### config.mk
export PLATFORM = sky130hd
export DESIGN_NAME = regbank
export DESIGN_NICKNAME = d
export VERILOG_FILES = /design/src/logic/regbank_pkg.sv /design/src/logic/alias_pair.sv /design/src/logic/regbank.sv
export SDC_FILE = /design/constraint.sdc
export NUM_CORES = 1
export LEC_CHECK = 0
export ABC_AREA = 1
export CAP_MARGIN = 20
export CORE_ASPECT_RATIO = 1.75
export CORE_MARGIN = 8
export CORE_UTILIZATION = 55
export CTS_BUF_LIST = sky130_fd_sc_hd__clkbuf_16
export DETAILED_ROUTE_END_ITERATION = 7
export DONT_BUFFER_PORTS = 1
export PLACE_DENSITY = 0.7
export SETUP_SLACK_MARGIN = 0.15
export SLEW_MARGIN = 20
export SYNTH_ARGS = -nofsm -noshare
export SYNTH_HDL_FRONTEND = slang
export SYNTH_SLANG_ARGS = --single-unit
### constraint.sdc
create_clock -name mclk_i -period 1.37 [get_ports mclk_i]
set_input_delay 0.137 -clock mclk_i [delete_from_list [all_inputs] [get_ports mclk_i]]
set_output_delay 0.137 -clock mclk_i [all_outputs]
set_load 0.05 [all_outputs]
### src/logic/regbank_pkg.sv
package regbank_pkg;

  localparam int REG_W = 8;
  localparam int ADDR_W = 3;

  // Register offsets
  localparam logic [ADDR_W-1:0] CTRL_OFS = 3'h0;
  localparam logic [ADDR_W-1:0] STATUS_OFS = 3'h1;
  localparam logic [ADDR_W-1:0] CMD_OFS = 3'h2;
  localparam logic [ADDR_W-1:0] DBGCTRL_OFS = 3'h3;
  localparam logic [ADDR_W-1:0] OUT_OFS = 3'h4;
  localparam logic [ADDR_W-1:0] SET_ALIAS_REGISTER_OFS = 3'h5;
  localparam logic [ADDR_W-1:0] CLEAR_ALIAS_REGISTER_OFS = 3'h6;
  localparam logic [ADDR_W-1:0] TOGGLE_ALIAS_REGISTER_OFS = 3'h7;

  // Implemented bits; all others are reserved
  localparam logic [REG_W-1:0] CTRL_MASK = 8'h3F;
  localparam logic [REG_W-1:0] STATUS_MASK = 8'h0F;
  localparam logic [REG_W-1:0] CMD_MASK = 8'h03;
  localparam logic [REG_W-1:0] DBGCTRL_MASK = 8'h01;
  localparam logic [REG_W-1:0] OUT_MASK = 8'hFF;

  // Command field positions
  localparam int CMD_SRST_BIT = 0;
  localparam int CMD_STROBE_BIT = 1;

  // Reset values
  localparam logic [REG_W-1:0] CTRL_RST = 8'h05;
  localparam logic [REG_W-1:0] DBGCTRL_RST = 8'h00;
  localparam logic [REG_W-1:0] OUT_RST = 8'h00;

endpackage

### src/logic/alias_pair.sv
`timescale 1ns/100ps
module alias_pair #(
  parameter int                  W     = 8,
  parameter logic [W-1:0]        RST_V = '0
) (
  input  wire logic         mclk_i,
  input  wire logic         rst_n_i,
  input  wire logic         srst_i,
  input  wire logic         we_base_i,
  input  wire logic         we_set_i,
  input  wire logic         we_clear_i,
  input  wire logic         we_toggle_i,
  input  wire logic [W-1:0] wdata_i,
  output logic      [W-1:0] q_o
);

  if (W < 1) begin : g_chk
    $error("alias_pair: W must be at least 1");
  end

  for (genvar i = 0; i < W; i++) begin : g_bit
    logic bit_d;
    // Zero bits in an alias write keep the stored bit
    assign bit_d = we_base_i                 ? wdata_i[i] :
                   (we_set_i && wdata_i[i])  ? 1'b1 :
                   (we_clear_i && wdata_i[i]) ? 1'b0 :
                   (we_toggle_i && wdata_i[i]) ? ~q_o[i] : q_o[i];
    always_ff @(posedge mclk_i) begin
      if (!rst_n_i || srst_i) begin
        q_o[i] <= RST_V[i];
      end else begin
        q_o[i] <= bit_d;
      end
    end
  end

endmodule

### src/logic/regbank.sv
`timescale 1ns/100ps
module regbank #(
  parameter int DATA_W = regbank_pkg::REG_W
) (
  input  wire logic                             mclk_i,
  input  wire logic                             rst_n_i,
  input  wire logic [regbank_pkg::ADDR_W-1:0]   addr_i,
  input  wire logic                             wr_i,
  input  wire logic                             rd_i,
  input  wire logic [DATA_W-1:0]                wdata_i,
  input  wire logic [DATA_W-1:0]                status_i,
  output logic      [DATA_W-1:0]                rdata_o,
  output logic      [DATA_W-1:0]                ctrl_o,
  output logic      [DATA_W-1:0]                dbg_o,
  output logic      [DATA_W-1:0]                pair_o,
  output logic                                  strobe_o
);
  import regbank_pkg::*;

  if (DATA_W != REG_W) begin : g_chk
    $error("regbank: DATA_W must equal REG_W");
  end

  // Offsets 4 to 7 are told apart from the rest by address bit 2 alone
  if (ADDR_W != 3) begin : g_chk_addr
    $error("regbank: ADDR_W must be 3 for this register map");
  end

  logic [DATA_W-1:0] ctrl_q;
  logic [DATA_W-1:0] ctrl_d;
  logic [DATA_W-1:0] dbg_q;
  logic [DATA_W-1:0] dbg_d;
  logic [DATA_W-1:0] rdata_q;
  logic [DATA_W-1:0] rdata_d;
  logic              strobe_q;
  logic [DATA_W-1:0] pair_w;

  // Address decode
  wire we_ctrl   = wr_i && (addr_i == CTRL_OFS);
  wire we_cmd    = wr_i && (addr_i == CMD_OFS);
  wire we_dbg    = wr_i && (addr_i == DBGCTRL_OFS);
  wire we_base   = wr_i && (addr_i == OUT_OFS);
  wire we_set    = wr_i && (addr_i == SET_ALIAS_REGISTER_OFS);
  wire we_clear  = wr_i && (addr_i == CLEAR_ALIAS_REGISTER_OFS);
  wire we_toggle = wr_i && (addr_i == TOGGLE_ALIAS_REGISTER_OFS);

  // Peripheral soft reset acts at the edge of the command write itself
  wire srst     = we_cmd && wdata_i[CMD_SRST_BIT];
  wire strobe_d = we_cmd && wdata_i[CMD_STROBE_BIT];

  // Masking on store keeps reserved bits zero even if software misbehaves
  assign ctrl_d = we_ctrl ? (wdata_i & CTRL_MASK) : ctrl_q;
  assign dbg_d  = we_dbg ? (wdata_i & DBGCTRL_MASK) : dbg_q;

  alias_pair #(
    .W     (DATA_W),
    .RST_V (OUT_RST)
  ) u_pair (
    .mclk_i    (mclk_i),
    .rst_n_i   (rst_n_i),
    .srst_i    (srst),
    .we_base_i (we_base),
    .we_set_i  (we_set),
    .we_clear_i  (we_clear),
    .we_toggle_i (we_toggle),
    .wdata_i   (wdata_i),
    .q_o       (pair_w)
  );

  // Read selection; the command register has no storage and reads as zero
  wire is_pair = addr_i[2];
  assign rdata_d = !rd_i               ? rdata_q :
                   is_pair             ? (pair_w & OUT_MASK) :
                   (addr_i == CTRL_OFS)    ? ctrl_q :
                   (addr_i == STATUS_OFS)  ? (status_i & STATUS_MASK) :
                   (addr_i == DBGCTRL_OFS) ? dbg_q : '0;

  always_ff @(posedge mclk_i) begin
    if (!rst_n_i || srst) begin
      ctrl_q <= CTRL_RST;
    end else begin
      ctrl_q <= ctrl_d;
    end
  end

  // Debug control survives the peripheral soft reset
  always_ff @(posedge mclk_i) begin
    if (!rst_n_i) begin
      dbg_q <= DBGCTRL_RST;
    end else begin
      dbg_q <= dbg_d;
    end
  end

  always_ff @(posedge mclk_i) begin
    if (!rst_n_i) begin
      rdata_q  <= '0;
      strobe_q <= 1'b0;
    end else begin
      rdata_q  <= rdata_d;
      strobe_q <= strobe_d;
    end
  end

  // Pair output is re-registered so every output leaves a flip-flop
  logic [DATA_W-1:0] pair_q;
  always_ff @(posedge mclk_i) begin
    if (!rst_n_i) begin
      pair_q <= OUT_RST;
    end else begin
      pair_q <= pair_w;
    end
  end

  assign rdata_o  = rdata_q;
  assign ctrl_o   = ctrl_q;
  assign dbg_o    = dbg_q;
  assign pair_o   = pair_q;
  assign strobe_o = strobe_q;
endmodule

==> impl_metrics.toml, run 1 <==
[status]
outcome = "finished with violations"
violations = "negative hold slack"

[clock_network]
insertion_delay_ns = 0.28
clkSinkCount = 32
clockRootBuffer = "clkbuf_16"
cts_tree = "yes"
clockBufferDepth = 2
tritoncts.num_buffers = 5
cts_htree_levels = 2
postCtsSetupRepairBufs = 0
ctsResizeCount = 0
clkTransAtPathRegs_ns = 0.05

[floorplan]
ios = 56
die_area_sq_um = 4770
die_width_um = 55.7
start_util_pct = 57.2
die_h_um = 85.6
core_region_area_sq_um = 2660
rows = 25

[cells_and_area]
fill_cells = 238
final_nets = 266
layout_commonest_cell = "nand2_1"
layout_common_cells = "nand2_1, inv_1, dfxtp_1, a21oi_1, buf_4"
diodes = 0
drive_gt1_share_pct = 13.5
finalNonFillerCells = 271
area_growth_pct = 16.4

[yosys]
synth-xor-area-share_pct = 0
synth_cell_types = 19
synth-compound-area-share_pct = 10.1
synth_area_per_cell_sq_um = 6.85
synth_top_family_by_area = "simple AND/OR/NAND/NOR gates"
ys_seq_elements = 32
muxShareOfSynthArea_pct = 0
syn-cell-area_sq_um = 1520
synth_top_area_cell = "dfxtp_1"
synthDominantCellAreaShare_pct = 42.1
syn_inst = 222
synthSimpleGateAreaFrac_pct = 32.4
synth_seq_area_share_pct = 42.1
synthAdderAreaFrac_pct = 0
yosysWarnings = 0
synthTopCellsByArea = "dfxtp_1, nand2_1, inv_1"

[sta]
drv_slew = 0
hold_violations = 1
fin_crit_ns = 1.03
tns_ns = 0
setup_viol = 0
max_freq_mhz = 972
rsz0062_at_grt = "false"
fin_crit_sh_pct = 75.1
fin_ws_ns = 0.341
whs_ns = -0.00272
clock_skew_ns = 0.00439

[pwr]
irDropWorstVdd_mv = 1.06
p_leak_nw = 0.876
power.total_w = 0.00232
power_density_nw_per_um2 = 1310

[worst_setup_path]
reg2reg_depth = 4
critPathArrivalTime_ns = 0.89
start_kind = "register"
crit_type = "register to output port"
end_kind = "output port"
cp_data_required_time_ns = 1.23
critPathMaxFanout = 1
regToRegSetupSlack_ns = 0.52
r2r-start = "u_pair.q_o[5]"
r2r_end = "rdata_o[5]"

[placement]
place_congestion = 0.897
dpl_worst_slack_ns = 0.287
place.port_buffers = 0
place_hpwl_um = 3010
dp.cells = 261

[worst_hold_path]
hold_start = "rst_n_i"
hp-class = "input pin to register"
holdPathEnd = "pair_o[7]"
whs_path_depth = 2

[detailed_routing]
drt_pass1_iterations = 4
vias = 1429
drc = 0
via_per_inst = 5.27
final_antenna_net_count = 0
drt-total-wl_um = 3980
detail_route.wl_per_cell_um = 14.7
drtIter0Drc = 56

[grt]
track_usage_pct = 16.5
grt_pass1_vias = 1504
grt_pass1_wl_um = 6410
antenna_found_initial = 0
grt-ovfl-total = 0
grt_max_degree = 13

[run]
drv_cap = 0
[state kept, by name, indices dropped and copies added (netlist names)]
register,cells
ctrl_o,6
dbg_o,1
pair_o,8
rdata_o,8
strobe_o,1
u_pair.q_o,8
[Yosys cell counts, drive strengths merged]
cell	instances
nor3	1
nand2	86
buf	11
conb	1
inv	36
o21ai	8
nand3b	1
nand3	15
nor2	8
clkbuf	1
dfxtp	32
a21oi	22
[layer usage]
metal  GRT usage (%)  routed length, um  vias to the layer above
met2            28.5               2020                       68
met1            14.3               1390                      647
li1                -                  -                      699
met4            10.8                164                        0
met3            8.88                412                       15
met5               0                  0                        -
[cells by family after synthesis]
| kind of cell | after synthesis |
|---|---|
| DFF | 32 |
| AOI/OAI and AO/OA | 30 |
| other | 1 |
| buffers and inverters | 48 |
| and+or+nand+nor | 111 |
[report_power, final]
group          internal (W)  switching [W]  total, W
clock              0.000658       0.000389   0.00105
sequential         0.000962      0.0000407   0.00100
combinational     0.0000667       0.000200  0.000267
[worst reg2reg max path, delay by kind of cell (launching register included)]
family / cells / cell delay, ns
DFF: 1 / 0.34
AOI/OAI and AO/OA: 2 / 0.32
buffers and inverters: 2 / 0.14
[worst max path at each step]
| stage | startpoint | end | slack, ns | depth (start not counted) |
|---|---|---|---|---|
| finish | strobe_o | strobe_o | 0.34 | 0 |
| global route | pair_o[7] | pair_o[7] | 0.32 | 0 |
| CTS | strobe_o | strobe_o | 0.33 | 0 |
| detailed placement | addr_i[1] | u_pair.q_o[1] | 0.29 | 6 |
| global placement | addr_i[1] | ctrl_o[2] | 0.30 | 8 |
| floorplan | dbg_o[0] | rdata_o[0] | 0.29 | 6 |
[timing repair]
action	4_1_cts	5_1_grt
hold buffers	2	0
setup endpoints to repair	0	0
endpoints found under the hold margin	7	0
[through the flow]
step	instance area [sq um]	util [%]
after global placement	1610	60.6
after floorplan	1550	-
after CTS	1770	66.5
final	1770	66.5
after global routing	1770	66.5
after detailed placement	1610	60.6
[area by class of cell]
class / instances / area (sq um) / area share [%]
clock inverter: 3 / 13.8 / 0.778
clock buffer: 5 / 125 / 7.07
tap: 27 / 33.8 / 1.91
sequential: 32 / 641 / 36.2
timing repair buffer: 18 / 140 / 7.92
inverter: 36 / 135 / 7.64
multi-input combinational: 150 / 681 / 38.5
Note: power is estimated with default switching activity, not from simulation.
==> inputs of run 2 (changes only) <==
Clock period 1.37 ns to 0.95 ns, I/O delays scaled along.
==> run 2 against run 1 <==
  * Non-clock buffer count increased by 25
  * Cell count grew 9.2%
  * Clock skew shrank 0.0016 ns
  * Highest routed layer unchanged
  * Setup slack lost 0.26 ns
  * Sequential share of layout area fell by 5.5 points
  * Critical path depth is 1 higher
  * Sequential power grew 42%
  * Core utilization grew 19 points
  * Die area stayed put
  * Global-route usage increased by 4.2 points
  * The run still ends with negative hold slack left
==> impl_metrics.toml, run 2 (synthesis results as in run 1) <==
[clock_network]
tritoncts.num_buffers = 5
clkTransAtPathRegs_ns = 0.05
holdBufCountCts = 10
cts_tree = "yes"
cts_htree_levels = 2
insertion_delay_ns = 0.27
clockRootBuffer = "clkbuf_16"
clkSinkCount = 32
clockBufferDepth = 2

[grt]
grt_pass1_wl_um = 7870
grt_pass1_vias = 1614
grt_max_degree = 14
track_usage_pct = 20.7
antenna_found_initial = 0
grt-ovfl-total = 0

[floorplan]
start_util_pct = 57.2
die_area_sq_um = 4770
rows = 25
die_width_um = 55.7
core_region_area_sq_um = 2660
ios = 56
die_h_um = 85.6

[sta]
fin_ws_ns = 0.0785
rsz0062_at_grt = "true"
drv_slew = 0
max_freq_mhz = 1150
fin_crit_sh_pct = 91.7
clock_skew_ns = 0.00281
fin_crit_ns = 0.871
tns_ns = 0
setup_viol = 0
whs_ns = -0.0793
hold_violations = 10

[worst_setup_path]
crit_chain = "buf_8"
start_kind = "register"
critPathMaxFanout = 2
regToRegSetupSlack_ns = 0.13
critPathArrivalTime_ns = 0.78
cp_top_family = "flip-flops"
slowest_stage = "dfxtp_2"
crit_type = "register to output port"
end_kind = "output port"
path_buf_inv = 1
slowest_delay_ns = 0.35
cp_data_required_time_ns = 0.85

[cells_and_area]
drive_gt1_share_pct = 37.5
area_growth_pct = 49.0
diodes = 0
final_nets = 291
final_core_util_pct = 85.2
layout_common_cells = "nand2_1, inv_1, buf_8, dfxtp_2, a21oi_1"
finalNonFillerCells = 296
layout_commonest_cell = "nand2_1"

[placement]
place_congestion = 0.822
dp.cells = 273
place.port_buffers = 0
dpl_worst_slack_ns = 0.0687
place_hpwl_um = 3180

[detailed_routing]
drt-total-wl_um = 4950
drtIter0Drc = 40
vias = 1577
drt_pass1_iterations = 4
drc = 0
detail_route.wl_per_cell_um = 16.7
via_per_inst = 5.33
final_antenna_net_count = 0

[worst_hold_path]
hp-class = "input pin to register"

[pwr]
power.total_w = 0.00345
irDropWorstVdd_mv = 1.57
p_leak_nw = 1.07
power_density_nw_per_um2 = 1520

[status]
outcome = "finished with violations"
violations = "negative hold slack"

[run]
drv_cap = 0
[run 2: cell count changes in the layout (fill, tap and decap cells not counted), moves of 8 or more]
cell	previous run	this run
dfxtp_1	32	3
buf_8	0	24
dfxtp_2	0	22
inv_2	1	10
buf_4	16	8
dlygate4sd3_1	2	10
[run 2: path summary, 6_finish.rpt]
path                                    start          to  depth (start not counted)
worst max-delay path               rdata_o[2]  rdata_o[2]                          1
worst min-delay path                  rst_n_i   pair_o[2]                          2
worst max register to register  u_pair.q_o[0]  rdata_o[0]                          4
worst min register to register  u_pair.q_o[2]   pair_o[2]                          2
[run 2: stage by stage]
stage	hold slack [ns]	cell area, sq um
after floorplan	0.214	1590
after global placement	0.199	1740
after detailed placement	0.199	1740
after CTS	-0.0809	2190
after global routing	-0.0640	2260
final	-0.0793	2260
[run 2: cell type report]
type / instances / area [sq um]
clock buffers: 5 / 125
clock inverters: 3 / 11.3
fillers: 151 / 394
inverters: 36 / 135
multi-input cells: 150 / 733
flip-flops and latches: 32 / 694
well taps: 27 / 33.8
repair buffers: 43 / 532
[run 2: layer usage]
metal | track usage [%] | up-vias | share of wire, %
li1 | - | 756 | -
met1 | 18.6 | 740 | 34
met2 | 39.0 | 68 | 57
met3 | 6.66 | 13 | 6.3
met4 | 11.0 | 0 | 3.2
met5 | 0 | - | 0
[run 2: where the power goes]
| group | internal (W) | switching [W] |
|---|---|---|
| Clock | 0.000940 | 0.000541 |
| Combinational | 0.000190 | 0.000358 |
| Sequential | 0.00138 | 0.0000383 |
[run 2: repair_timing]
action	CTS	global route
gates resized for setup	62	27
hold endpoints to repair	25	10
endpoints found under the setup margin	29	37
buffers inserted	3	2
cloned	0	0
pin swaps	1	6
==> inputs of run 3 (changes only) <==
==> constraint.sdc (replaced) <==
create_clock -name mclk_i -period 0.95 [get_ports mclk_i]
set_input_delay 0.095 -clock mclk_i [delete_from_list [all_inputs] [get_ports mclk_i]]
set_output_delay 0.095 -clock mclk_i [all_outputs]
set_load 0.1 [all_outputs]
==> run 3 against run 2 <==
  * The flow still finishes with violations (negative hold slack)
  * Non-clock buffer count grew 3
  * Hold slack gained 0.00081 ns
  * Largest power group unchanged
  * Global-route usage grew 0.52 points
  * Sequential cell count is the same
  * Critical path type is now register to register
  * Sequential share of layout area shrank 1.5 points
  * Register-to-register slack lost 0.11 ns
  * Maximum frequency shrank 6.5%
==> impl_metrics.toml, run 3 (synthesis results as in run 1) <==
[detailed_routing]
drtIter0Drc = 157
drt_pass1_iterations = 5
drt-total-wl_um = 6610
final_antenna_net_count = 0
vias = 1736
detail_route.wl_per_cell_um = 22.1
drc = 0
via_per_inst = 5.81

[worst_setup_path]
slowest_stage = "dfxtp_4"
crit_chain = "buf_4, a21oi_2, nand2_1, nand2_1, nand2_1"
start_kind = "register"
crit_type = "register to register"
cp_top_family = "flip-flops"
end_kind = "register"
critical_path.most_common_cell = "nand2_1"
cp_data_required_time_ns = 1.11
critPathMaxFanout = 2
path_buf_inv = 1
regToRegSetupSlack_ns = 0.02
slowest_delay_ns = 0.35
critPathArrivalTime_ns = 1.10

[sta]
fin_crit_ns = 0.933
fin_crit_sh_pct = 98.2
clock_skew_ns = 0.00594
max_freq_mhz = 1070
whs_ns = -0.0785
hold_violations = 10
drv_slew = 0
setup_viol = 0
rsz0062_at_grt = "true"

[placement]
place_hpwl_um = 3210
place_congestion = 0.856
place.port_buffers = 0
postPlaceCellArea_sq_um = 2020

[clock_network]
holdBufCountCts = 9
clkTransAtPathRegs_ns = 0.06
clockBufferDepth = 2
insertion_delay_ns = 0.28
cts_tree = "yes"
tritoncts.num_buffers = 5
cts_htree_levels = 2
clkSinkCount = 32
clockRootBuffer = "clkbuf_16"

[floorplan]
ios = 56
rows = 25
die_h_um = 85.6
die_area_sq_um = 4770
core_region_area_sq_um = 2660
die_width_um = 55.7
start_util_pct = 57.2

[cells_and_area]
final_nets = 294
diodes = 0
area_growth_pct = 61.6
drive_gt1_share_pct = 41.2
layout_commonest_cell = "nand2_1"
final_core_util_pct = 92.4
final_cell_area_sq_um = 2460
layout_common_cells = "nand2_1, inv_1, buf_12, dfxtp_4, dfxtp_2"

[status]
violations = "negative hold slack"
outcome = "finished with violations"

[grt]
grt_max_degree = 14
track_usage_pct = 21.2
grt-ovfl-total = 0
grt_pass1_wl_um = 8220
grt_pass1_vias = 1704
antenna_found_initial = 0

[pwr]
power_density_nw_per_um2 = 1520
irDropWorstVdd_mv = 1.19
p_leak_nw = 1.13

[run]
drv_cap = 0

[worst_hold_path]
hp-class = "input pin to register"
## run 3: cell types whose count changed in the layout (fill, tap and decap cells not counted), sizes merged
cell,delta
dlygate4sd3,-1
buf,+4
## run 3: cell type report
| cell class | instances | area (sq um) |
|---|---|---|
| Inverter | 36 | 135 |
| Fill cell | 98 | 201 |
| Clock inverter | 3 | 11.3 |
| Clock buffer | 5 | 125 |
| Sequential cell | 32 | 716 |
| Timing Repair Buffer | 46 | 676 |
| Tap cell | 27 | 33.8 |
| Multi-Input combinational cell | 150 | 761 |
## run 3: worst paths after layout
kind | start | to | cells past startpoint
min | rst_n_i | pair_o[5] | 2
min reg2reg | u_pair.q_o[0] | pair_o[0] | 2
max reg2reg | ctrl_o[3] | rdata_o[3] | 5
max | ctrl_o[3] | rdata_o[3] | 5
## run 3: what timing repair did
action | in CTS | in global routing
setup endpoints to repair | 26 | 36
resized for setup | 18 | 31
gates cloned | 0 | 0
hold endpoints to repair | 26 | 9
pin swaps | 0 | 7
setup buffers | 8 | 1
## run 3: where the power goes
| group | switching (W) | total [W] | internal [W] | leakage [nW] |
|---|---|---|---|---|
| combinational | 0.000579 | 0.000804 | 0.000225 | 0.781 |
| sequential | 0.0000450 | 0.00141 | 0.00136 | 0.277 |
| clock | 0.000590 | 0.00153 | 0.000942 | 0.0738 |
| total | 0.00121 | 0.00374 | 0.00253 | 1.13 |
## run 3: per-layer routing
metal / track usage [%] / share of wire [%] / vias to the layer above
met5: 0 / 0 / -
met3: 7.69 / 10 / 37
met2: 39.4 / 54 / 146
met1: 18.3 / 31 / 792
met4: 13.3 / 4.9 / 0
li1: - / - / 761
## run 3: per-stage QoR
| step | setup TNS [ns] | setup WS, ns | total power, W | cells |
|---|---|---|---|---|
| floorplan | -0.0131 | -0.0131 | 0.00198 | 230 |
| CTS | 0 | 0.0444 | 0.00362 | 298 |
| detailed placement | 0 | 0.0786 | 0.00209 | 273 |
| global route | -0.00269 | -0.00269 | 0.00380 | 299 |
| global placement | 0 | 0.107 | 0.00208 | 273 |
| finish | 0 | 0.0175 | 0.00374 | 299 |
